===== config.mk =====
export PLATFORM = sky130hd
export DESIGN_NAME = fps_sequencer
export DESIGN_NICKNAME = d
export VERILOG_FILES = /design/src/hw/fps_pkg.sv /design/src/hw/fps_sequencer.sv
export SDC_FILE = /design/constraint.sdc
export NUM_CORES = 1
export LEC_CHECK = 0
export ABC_AREA = 1
export ABC_CLOCK_PERIOD_IN_PS = 6300
export BUFFER_PORTS_ARGS = -buffer_cell sky130_fd_sc_hd__buf_2
export CAP_MARGIN = 20
export CELL_PAD_IN_SITES_DETAIL_PLACEMENT = 1
export CELL_PAD_IN_SITES_GLOBAL_PLACEMENT = 1
export CORE_AREA = 2 2 167 87
export CTS_BUF_LIST = sky130_fd_sc_hd__clkbuf_8
export DETAILED_ROUTE_END_ITERATION = 16
export DIE_AREA = 0 0 169 89
export HOLD_SLACK_MARGIN = 0.1
export PLACE_DENSITY = 0.92
export RECOVER_POWER = 25
export SETUP_SLACK_MARGIN = 0.15
export SKIP_CTS_REPAIR_TIMING = 1
export SYNTH_ARGS = -nofsm -noshare
export SYNTH_HDL_FRONTEND = slang
export SYNTH_SLANG_ARGS = --single-unit

===== constraint.sdc =====
create_clock -name clk -period 6.3 [get_ports clk]
set_clock_uncertainty 0.15 [all_clocks]
set_input_delay 1.89 -clock clk [delete_from_list [all_inputs] [get_ports clk]]
set_output_delay 1.89 -clock clk [all_outputs]
set_load 0.02 [all_outputs]

===== src/hw/fps_pkg.sv =====
// Package of constants and types for the flash erase/program sequencer
package fps_pkg;

    // ========================================
    // Register map
    localparam logic [11:0] ADDR_OP_CONTROL = 12'h760;
    localparam logic [11:0] ADDR_UNLOCK_KEY = 12'h766;
    localparam logic [15:0] OP_CONTROL_RESET = 16'h0000;

    // ========================================
    // Control register field positions
    localparam int BIT_WRITE_START  = 15;
    localparam int BIT_WRITE_ENABLE = 14;
    localparam int BIT_WRITE_ERROR  = 13;
    localparam int BIT_ERASE_SEL    = 6;
    localparam int OPSEL_MSB        = 3;
    localparam logic [15:0] OP_CONTROL_MASK = 16'he04f;

    // ========================================
    // Operation codes and keys
    localparam logic [3:0] OPSEL_BLOCK_ERASE = 4'h2;
    localparam logic [3:0] OPSEL_ROW_PROGRAM = 4'h1;
    localparam logic [7:0] KEY_FIRST         = 8'h55;
    localparam logic [7:0] KEY_SECOND        = 8'haa;

    // ========================================
    // Array geometry
    localparam int ROWS_PER_BLOCK  = 8;
    localparam int INSTR_PER_ROW   = 64;
    localparam int INSTR_PER_BLOCK = ROWS_PER_BLOCK * INSTR_PER_ROW;
    localparam logic [9:0] ROW_WORDS_LAST   = 10'(INSTR_PER_ROW - 1);
    localparam logic [9:0] BLOCK_WORDS_LAST = 10'(INSTR_PER_BLOCK - 1);

    // ========================================
    // Timing: 200 MHz clock
    localparam int CLK_MHZ        = 200;
    localparam int PROG_STEP_NS   = 20;
    localparam int PROG_STEP_CYC  = (PROG_STEP_NS * CLK_MHZ + 999) / 1000;
    localparam logic [7:0] STEP_LAST = 8'(PROG_STEP_CYC - 1);

    // ========================================
    // State types
    typedef enum logic [1:0] {
        ST_IDLE,
        ST_ERASE,
        ST_PROGRAM
    } fps_state_t;

    typedef enum logic [1:0] {
        UK_NONE,
        UK_FIRST,
        UK_ARMED
    } fps_unlock_t;

endpackage


===== src/hw/fps_sequencer.sv =====
// Flash erase/program sequencer with control and unlock key registers
`timescale 1ns/1ps

// Contract
// Opsel 0010 erases, 0001 programs row
// Erase select bit 6, write enable 14
// Software writes 55h then AAh first
// No operation starts without unlock
// Bit 15 starts; stall; self-clears
// Erase covers eight rows, 512 words
// Row program writes 64 buffered words
// Software supplies block address beforehand
// Software repeats row program across block
// Software waits and pads two no-ops
// Control resets to zero on reset
// Unused bits read zero; key bits 7:0
// Error flag on bad start or abort
// Key writes and start must be consecutive
module fps_sequencer
    import fps_pkg::*;
(
    input  wire logic        clk,
    input  wire logic        rst_n,
    input  wire logic [11:0] regAddr,
    input  wire logic [15:0] regWrData,
    input  wire logic        regWrStb,
    input  wire logic        regRdStb,
    output logic      [15:0] regRdData,
    input  wire logic [22:0] tablePage,
    input  wire logic [15:0] rowBufData,
    output logic      [5:0]  rowBufIdx,
    output logic      [22:0] flashAddr,
    output logic      [15:0] flashWrData,
    output logic             flashEraseStb,
    output logic             flashProgStb,
    input  wire logic        flashFault,
    output logic             cpuStall,
    input  wire logic        abortReq
);
    import fps_pkg::*;

    // ========================================
    // Operation overview
    //
    // Register side
    // - Two registers on a plain strobe port
    // - Control register: start, enable, error
    // - Control register: erase select, opsel
    // - Key register: write-only, low byte used
    // - Read data registered, one cycle late
    // - Read data zero in every other cycle
    // - Unmapped and key reads return zero
    // - No wait states on either strobe
    //
    // Unlock tracking
    // - First key value moves to first stage
    // - Second key after first arms the start
    // - Any other key value disarms
    // - Any non-key write disarms
    // - The arming write itself is not disarmed
    // - Reads leave the unlock stage alone
    // - Every start attempt drops the arming
    // - Cycle end and abort drop it as well
    //
    // Start decode
    // - Start bit rising from a control write
    // - Needs armed unlock and write enable
    // - Erase needs erase select with opsel
    // - Row program needs erase select clear
    // - Any mismatch raises the error flag
    // - A refused start launches nothing
    // - Base address captured at the start
    //
    // Error flag
    // - Set on refused start
    // - Set on abort or flash fault mid-cycle
    // - Cleared by writing zero while idle
    // - A set in the same cycle wins
    // - Writing one leaves the flag unchanged
    //
    // Cycle engine
    // - One word handled per step period
    // - Step period set by the package
    // - Erase walks a whole eight-row block
    // - Program walks one row of the buffer
    // - Each word gives one strobe pulse
    // - Address and data held until next pulse
    // - Erase data is driven as zero
    // - Program data taken from row buffer
    // - Buffer index follows the word counter
    //
    // Stall and completion
    // - Stall output mirrors the start bit
    // - Start bit drops with the last pulse
    // - Abort drops the start bit next cycle
    // - Control writes ignored while busy
    //
    // Hazards
    // - Row buffer read combinationally
    // - Buffer must hold steady during a cycle
    // - Table page sampled only at start
    // - Later table page changes are harmless
    // - Abort and fault are level inputs
    // - A held abort ends any launch one cycle later
    //
    // Reset
    // - Asynchronous, active low
    // - Whole state record cleared
    // - Engine and unlock back to idle
    // - No distinction between reset causes
    // - Interrupted cycle is simply lost
    //
    // Limits
    // - Word counter sized for one block
    // - Step counter sized for short steps
    // - No queueing of a second start
    // - No buffer beyond the row buffer port
    // - No interrupt logic in this block
    //
    // Timing of one erase word
    // - Step count runs from zero to last
    // - Strobe registered on the last count
    // - Counter wraps for the next word
    //
    // Timing of the launch
    // - Start write taken at an edge
    // - Stall visible after that edge
    // - First strobe a full step later
    //
    // Software view
    // - Poll or stall until start bit clears
    // - Then read error flag for the outcome
    // - Clear error before the next attempt
    // - Re-arm the unlock for every attempt
    //
    // Verification hooks
    // - Strobes are single-cycle pulses
    // - Erase and program never overlap
    // - Strobes only in the cycle after a stalled one

    // ========================================
    // State record
    typedef struct packed {
        fps_state_t  state;
        fps_unlock_t unlock;
        logic        writeStart;
        logic        writeEnable;
        logic        writeError;
        logic        eraseSel;
        logic [3:0]  opSelect;
        logic [22:0] baseAddr;
        logic [9:0]  wordCnt;
        logic [7:0]  stepCnt;
        logic [15:0] rdData;
        logic [22:0] fAddr;
        logic [15:0] fData;
        logic        eraseStb;
        logic        progStb;
    } fps_regs_t;

    fps_regs_t state_ff;
    fps_regs_t nxt_state;

    logic [15:0] controlView;
    logic        wrControl;
    logic        wrKey;
    logic        startReq;

    // Control register as software reads it
    always_comb begin
        controlView = '0;
        controlView[BIT_WRITE_START]  = state_ff.writeStart;
        controlView[BIT_WRITE_ENABLE] = state_ff.writeEnable;
        controlView[BIT_WRITE_ERROR]  = state_ff.writeError;
        controlView[BIT_ERASE_SEL]    = state_ff.eraseSel;
        controlView[OPSEL_MSB:0]      = state_ff.opSelect;
        controlView = controlView & OP_CONTROL_MASK;
    end

    // Write decodes
    assign wrControl = regWrStb && (regAddr == ADDR_OP_CONTROL);
    assign wrKey     = regWrStb && (regAddr == ADDR_UNLOCK_KEY);
    assign startReq  = wrControl && regWrData[BIT_WRITE_START] && !state_ff.writeStart;

    // Next-state logic
    always_comb begin
        nxt_state = state_ff;
        nxt_state.eraseStb = 1'b0;
        nxt_state.progStb  = 1'b0;
        nxt_state.rdData   = '0;

        // Read port: data one cycle after strobe
        if (regRdStb) begin
            if (regAddr == ADDR_OP_CONTROL) begin
                nxt_state.rdData = controlView;
            end
            // Key register is write-only and reads zero
        end

        // Unlock sequence tracking
        if (wrKey) begin
            if (regWrData[7:0] == KEY_FIRST) begin
                nxt_state.unlock = UK_FIRST;
            end else if (regWrData[7:0] == KEY_SECOND && state_ff.unlock == UK_FIRST) begin
                nxt_state.unlock = UK_ARMED;
            end else begin
                nxt_state.unlock = UK_NONE;
            end
        end else if (regWrStb) begin
            nxt_state.unlock = UK_NONE;
        end

        // Control register writes while idle
        if (wrControl && state_ff.state == ST_IDLE) begin
            nxt_state.writeEnable = regWrData[BIT_WRITE_ENABLE];
            nxt_state.eraseSel    = regWrData[BIT_ERASE_SEL];
            nxt_state.opSelect    = regWrData[OPSEL_MSB:0];
            if (!regWrData[BIT_WRITE_ERROR]) begin
                nxt_state.writeError = 1'b0;
            end
        end

        // Launch of a cycle
        if (startReq && state_ff.state == ST_IDLE) begin
            if (state_ff.unlock != UK_ARMED || !regWrData[BIT_WRITE_ENABLE]) begin
                nxt_state.writeError = 1'b1;
            end else if (regWrData[OPSEL_MSB:0] == OPSEL_BLOCK_ERASE
                         && regWrData[BIT_ERASE_SEL]) begin
                nxt_state.writeStart = 1'b1;
                nxt_state.state      = ST_ERASE;
                nxt_state.baseAddr   = tablePage;
                nxt_state.wordCnt    = '0;
                nxt_state.stepCnt    = '0;
            end else if (regWrData[OPSEL_MSB:0] == OPSEL_ROW_PROGRAM
                         && !regWrData[BIT_ERASE_SEL]) begin
                nxt_state.writeStart = 1'b1;
                nxt_state.state      = ST_PROGRAM;
                nxt_state.baseAddr   = tablePage;
                nxt_state.wordCnt    = '0;
                nxt_state.stepCnt    = '0;
            end else begin
                nxt_state.writeError = 1'b1;
            end
        end

        // Cycle engine
        case (state_ff.state)
            ST_IDLE: begin
            end
            ST_ERASE, ST_PROGRAM: begin
                if (abortReq || flashFault) begin
                    nxt_state.writeError = 1'b1;
                    nxt_state.writeStart = 1'b0;
                    nxt_state.state      = ST_IDLE;
                    nxt_state.unlock     = UK_NONE;
                end else if (state_ff.stepCnt != STEP_LAST) begin
                    nxt_state.stepCnt = state_ff.stepCnt + 8'h01;
                end else begin
                    nxt_state.stepCnt = '0;
                    nxt_state.fAddr   = state_ff.baseAddr + 23'(state_ff.wordCnt);
                    if (state_ff.state == ST_ERASE) begin
                        nxt_state.eraseStb = 1'b1;
                        nxt_state.fData    = '0;
                    end else begin
                        nxt_state.progStb = 1'b1;
                        nxt_state.fData   = rowBufData;
                    end
                    if ((state_ff.state == ST_ERASE && state_ff.wordCnt == BLOCK_WORDS_LAST)
                        || (state_ff.state == ST_PROGRAM
                            && state_ff.wordCnt == ROW_WORDS_LAST)) begin
                        nxt_state.writeStart = 1'b0;
                        nxt_state.state      = ST_IDLE;
                        nxt_state.unlock     = UK_NONE;
                    end else begin
                        nxt_state.wordCnt = state_ff.wordCnt + 10'h001;
                    end
                end
            end
            default: begin
                nxt_state.state = ST_IDLE;
            end
        endcase
    end

    // State register
    always_ff @(posedge clk or negedge rst_n) begin
        if (!rst_n) begin
            state_ff            <= '0;
            state_ff.state      <= ST_IDLE;
            state_ff.unlock     <= UK_NONE;
        end else begin
            state_ff <= nxt_state;
        end
    end

    // Outputs
    assign regRdData     = state_ff.rdData;
    assign rowBufIdx     = state_ff.wordCnt[5:0];
    assign flashAddr     = state_ff.fAddr;
    assign flashWrData   = state_ff.fData;
    assign flashEraseStb = state_ff.eraseStb;
    assign flashProgStb  = state_ff.progStb;
    assign cpuStall      = state_ff.writeStart;

endmodule


Yosys cells after proc, flatten, opt, wreduce, memory -nomap -nowiden
Index checks and enable logic that the tools add are counted.
{"block": "totals", "output_inout_bits": 64, "reg_bits": 110, "elab_cells": 98}
{"block": "classes", "add_sub_neg": 3, "bitwise_logic": 3, "reduce_logical": 22, "n_eq_ne": 13, "muxes": 42}
{"operator": "2-to-1 mux 41 bit", "n": 2}
{"operator": "2-to-1 mux 18 bit", "n": 4}
{"operator": "2-to-1 mux 16 bit", "n": 3}
{"operator": "equality test 12 x 11 -> 1 bit, second input constant", "n": 2}
{"operator": "adder 23 x 10 -> 23 bit", "n": 1}
{"operator": "2-to-1 mux 2 bit", "n": 11}
{"operator": "2-to-1 mux 10 bit", "n": 2}
{"operator": "2-to-1 mux 5 bit", "n": 3}
{"operator": "2-to-1 mux 1 bit", "n": 13}
{"operator": "logical AND 1 bit", "n": 11}
{"operator": "adder 10 x 1 -> 10 bit, second input constant", "n": 1}
{"operator": "equality test 10 x 6 -> 1 bit, second input constant", "n": 1}
{"operator": "equality test 10 x 9 -> 1 bit, second input constant", "n": 1}
{"operator": "adder 8 x 1 -> 8 bit, second input constant", "n": 1}
{"operator": "equality test 8 x 7 -> 1 bit, second input constant", "n": 1}
{"operator": "equality test 8 bit, second input constant", "n": 1}
{"operator": "2-to-1 mux 8 bit", "n": 1}
{"operator": "!= test 8 x 2 -> 1 bit, second input constant", "n": 1}
{"operator": "2-to-1 mux 6 bit", "n": 1}
{"operator": "AND reduction 3 bit", "n": 2}
{"operator": "equality test 2 x 1 -> 1 bit, second input constant", "n": 2}
{"operator": "equality test 4 x 1 -> 1 bit, second input constant", "n": 1}
{"operator": "equality test 4 x 2 -> 1 bit, second input constant", "n": 1}
{"operator": "case mux 2 bit (2 select lines)", "n": 1}
{"operator": "9 further kinds", "n": 15}

Logic depth before layout (Yosys ltp)
{"block": "depth", "word_depth": 10, "ltp_mapped": 13, "depth_no_buf": 13}

Least setup slack after synthesis
OpenSTA, ideal clock, no wires.
{"block": "synth_timing", "kind": "input-to-reg", "start": "in flashFault", "end": "reg state_ff, in the netlist flashWrData[10]", "slack_ns": 3.176, "path_stages": 6, "arrival_ns": 2.853, "path_buffers": 1, "required_ns": 6.029, "cell_sequence": "nor2_1 nand2_2 nor2_8 inv_2 buf_2 a22o_1"}
{"block": "synth_between", "elab_chain_len": 3}
{"item": "from (decl)", "line": "fps_sequencer.sv:36", "rtl": "input wire logic flashFault,"}
{"item": "logical OR 1 bit", "line": "fps_sequencer.sv:251", "rtl": "if (abortReq || flashFault) begin"}
{"item": "NOT 1 bit (no line)"}
{"item": "AND reduction 3 bit (no line)"}
{"item": "to (signal assigned)", "line": "fps_sequencer.sv:292", "rtl": "state_ff <= nxt_state;"}
{"item": "to (decl)", "line": "fps_sequencer.sv:161", "rtl": "fps_regs_t state_ff;"}
No other way between the ends.
A chain may end at the register's enable or synchronous reset.

Final worst setup path
{"block": "layout_timing", "start": "in flashFault", "end": "reg state_ff, in the netlist flashAddr[5]"}
Same word-level chain as after synthesis.

==> summary.md <==
| Metric | Value |
|---|---|
| Fin. max-slew vios | 0 |
| Vias in the first global route | 5,364 |
| Initial antenna violation count | 0 |
| Syn-to-layout area delta | 9.192% |
| Power per cell area | 175.9 nW/um^2 |
| Post-synth EDFFs | 0 |
| Total chip power | 1.130 mW |
| DP Cell Count | 983 |
| Final Cell Area | 6421 um^2 |
| NumNets Final | 908 |
| Compound-Gate Fraction of Synth Area | 9.702% |
| Post-Synth XOR/XNOR Area | 1.936% |
| Mean Syn Cell Area | 7.862 um^2 |
| Synth unique cells | 40 |
| #FFs+latches synth | 102 |
| Fin cells | 999 |
| Top-area cell type share of the netlist area | 43.40% |
| Met1 Track Usage GR | 26.27% |
| Met2 Use GR | 39.61% |
| Post-Syn Area | 5881 um^2 |
| Sink Count | 102 |
| DRT Wirelength | 15.46 mm |
| DIE AREA | 15,040 um^2 |
| Mux share of post-synthesis cell area | 0% |
| DRC | 0 |
| Top-Level Pins | 137 |
| Arr. time, crit path | 3.98 ns |
| Unrepaired setup endpoints after global routing | false |
| Area contributors post-synth | dfrtp_1 (43%), nand2_1 (12%), buf_4 (7.8%) |
| FP Rows | 30 |
| CTS Root Cell | clkbuf_8 |
| Synth Flop Type | dfrtp_1 |
| Crit Path Category | input port to flop |
| Vias per cell | 5.027 |
| Pre-CTS WS | 2.020 ns |
| Placed instance area | 6231 um^2 |
| Yosys top cell by area | dfrtp_1 |
| Hpwl dp | 11.78 mm |
| DRT antenna net count | 0 |
| Post-synthesis sequential area ratio | 43.40% |
| Core outline area | 13,440 um^2 |
| Fin crit period | 3.873 ns |
| Grt total ovfl | 0 |
| Largest family of logic cells by synthesized area | simple AND/OR/NAND/NOR gates |
| Worst ir drop on vdd | 0.09058 mV |
| Fmax | 258.2 MHz |
| Pin slew with the least headroom to its limit | 0.9579 ns |
| CTS tree | yes |
| Multi-input gate area | 2407 um^2 |
| HP Class | flop to flop |
| Crit end category | flop |
| GR Util All Layers | 21.28% |
| Crit-path max FO | 15 |
| Largest net degree at the start of global routing | 60 |
| Count leader, synth | nand2_1 |
| First-pass GRT wire length | 25.54 mm |
| Die Wd | 169 um |
| Fin Hold WS | 0.3378 ns |
| Worst-skew pair later-pin latency | 0.38 ns |
| N_diodes | 0 |
| Port Buffer Count | 123 |
| TritonCTS Buffers | 9 |
| Final Cycle Share | 61.48% |
| FF/Latch Area | 2552 um^2 |
| Gr busiest metal | met2 |
| Vias | 5,022 |
| Share of layout cells above drive strength 1 | 19.20% |
| Post-synthesis adder-cell area fraction | 3.745% |
| Setup ws final | 2.427 ns |
| Cell count after synthesis | 748 |
| Slew margin rel. | 35.79% |
| 1st-iter DRT viols | 232 |
| Synth cell count leaders | nand2_1 (186), inv_1 (108), dfrtp_1 (102) |
| Status | completed |
| H-tree Lvls | 3 |
| P_leak | 3.679 nW |
| YS warnings | 0 |
| Final Setup Violations | 0 |
| First-pass detailed-route iteration total | 4 |
| Initial Util | 43.76% |
| Worst-path clk slew | 0.10 ns |
| Met3 Usage GRT | 3.896% |
| Startpoint Class | input port |
| Asr flop ratio synth | 100.0% |
| CP required | 6.41 ns |
| Simple-Gate Fraction of Synth Area | 25.04% |
| Max Root-Sink Buffers | 2 |
| WL per Instance | 15.48 um |
| Die height | 89 um |
| Final core utilization | 47.78% |
| Setup TNS | 0 ns |
| Final Hold Fails | 0 |
| Fill count | 1,700 |
| Max-cap violations | 0 |
| RePlAce Congestion | 0.8637 |
==> final timing paths <==
check / startpoint / to / slack [ns] / depth (start not counted)
max in group asynchronous: rst_n / flashAddr[15] / 3.50 / 2
min in group asynchronous: rst_n / regRdData[3] / 1.41 / 1
hold reg to reg: flashAddr[20] / flashAddr[20] / 0.34 / 2
setup reg to reg: state_ff[109] / flashAddr[5] / 3.54 / 7
setup / recovery: flashFault / flashAddr[5] / 2.43 / 7
hold / removal: flashAddr[20] / flashAddr[20] / 0.34 / 2
==> worst max-delay path, cell delays in order <==
cell and delay, ns:
buf_2 0.10, nor2_1 0.34, inv_1 0.14, nor3_2 0.78, inv_1 0.47, nand2_1 0.15
o21ai_0 0.09
==> power breakdown <==
part | internal [mW] | switching (mW) | total [mW]
sequential | 0.656 | 0.000974 | 0.657
clock | 0.154 | 0.261 | 0.415
combinational | 0.0202 | 0.0372 | 0.0574
total | 0.830 | 0.299 | 1.13
==> per-layer routing <==
| metal | routed length, um | vias up | part of all wire [%] |
|---|---|---|---|
| li1 | - | 2439 | - |
| met1 | 7107 | 2436 | 46 |
| met2 | 7528 | 126 | 49 |
| met3 | 618 | 21 | 4.0 |
| met4 | 206 | 0 | 1.3 |
| met5 | 0 | - | 0 |
==> final cells by class <==
cell class | count | area share [%]
flip-flops and latches | 102 | 39.75
inverters | 111 | 6.508
multi-input cells | 469 | 37.49
repair buffers | 125 | 9.860
well taps | 176 | 3.429
clock inverters | 7 | 1.033
clock buffers | 9 | 1.929
==> cells in the final DEF, fill, tap and decap left out, drive strengths merged, types with 2 or more instances in the layout <==
| master | netlist | final |
|---|---|---|
| a21oi | 16 | 16 |
| a22o | 16 | 16 |
| a31oi | 2 | 2 |
| and2 | 2 | 2 |
| buf | 72 | 125 |
| clkbuf | 1 | 9 |
| clkinv | 1 | 2 |
| clkinvlp | 0 | 2 |
| conb | 1 | 8 |
| dfrtp | 102 | 102 |
| ha | 16 | 16 |
| inv | 110 | 114 |
| nand2 | 188 | 188 |
| nand3 | 48 | 48 |
| nand3b | 5 | 5 |
| nand4 | 11 | 11 |
| nor2 | 65 | 65 |
| nor3 | 7 | 7 |
| nor3b | 2 | 2 |
| o21ai | 53 | 53 |
| o22ai | 9 | 9 |
| or2 | 3 | 3 |
| xnor2 | 4 | 4 |
| xor2 | 9 | 9 |
==> flip-flops by register name (all words and copies together) (netlist names) <==
signal / count
flashAddr: 23
flashEraseStb: 1
rowBufIdx: 6
regRdData: 8
flashWrData: 16
cpuStall: 1
controlView: 7
flashProgStb: 1
state_ff: 39
==> cell families (layout without fill, tap and decap cells) <==
group                    after synthesis  after routing
other                                  1              8
flip-flops                           102            102
buffers and inverters                184            252
adder cells (fa/ha/maj)               17             17
XOR/XNOR                              13             13
AO/OA/AOI/OAI                         98             98
AND/OR/NAND/NOR                      333            333
Power figures use the tool's default switching activity.
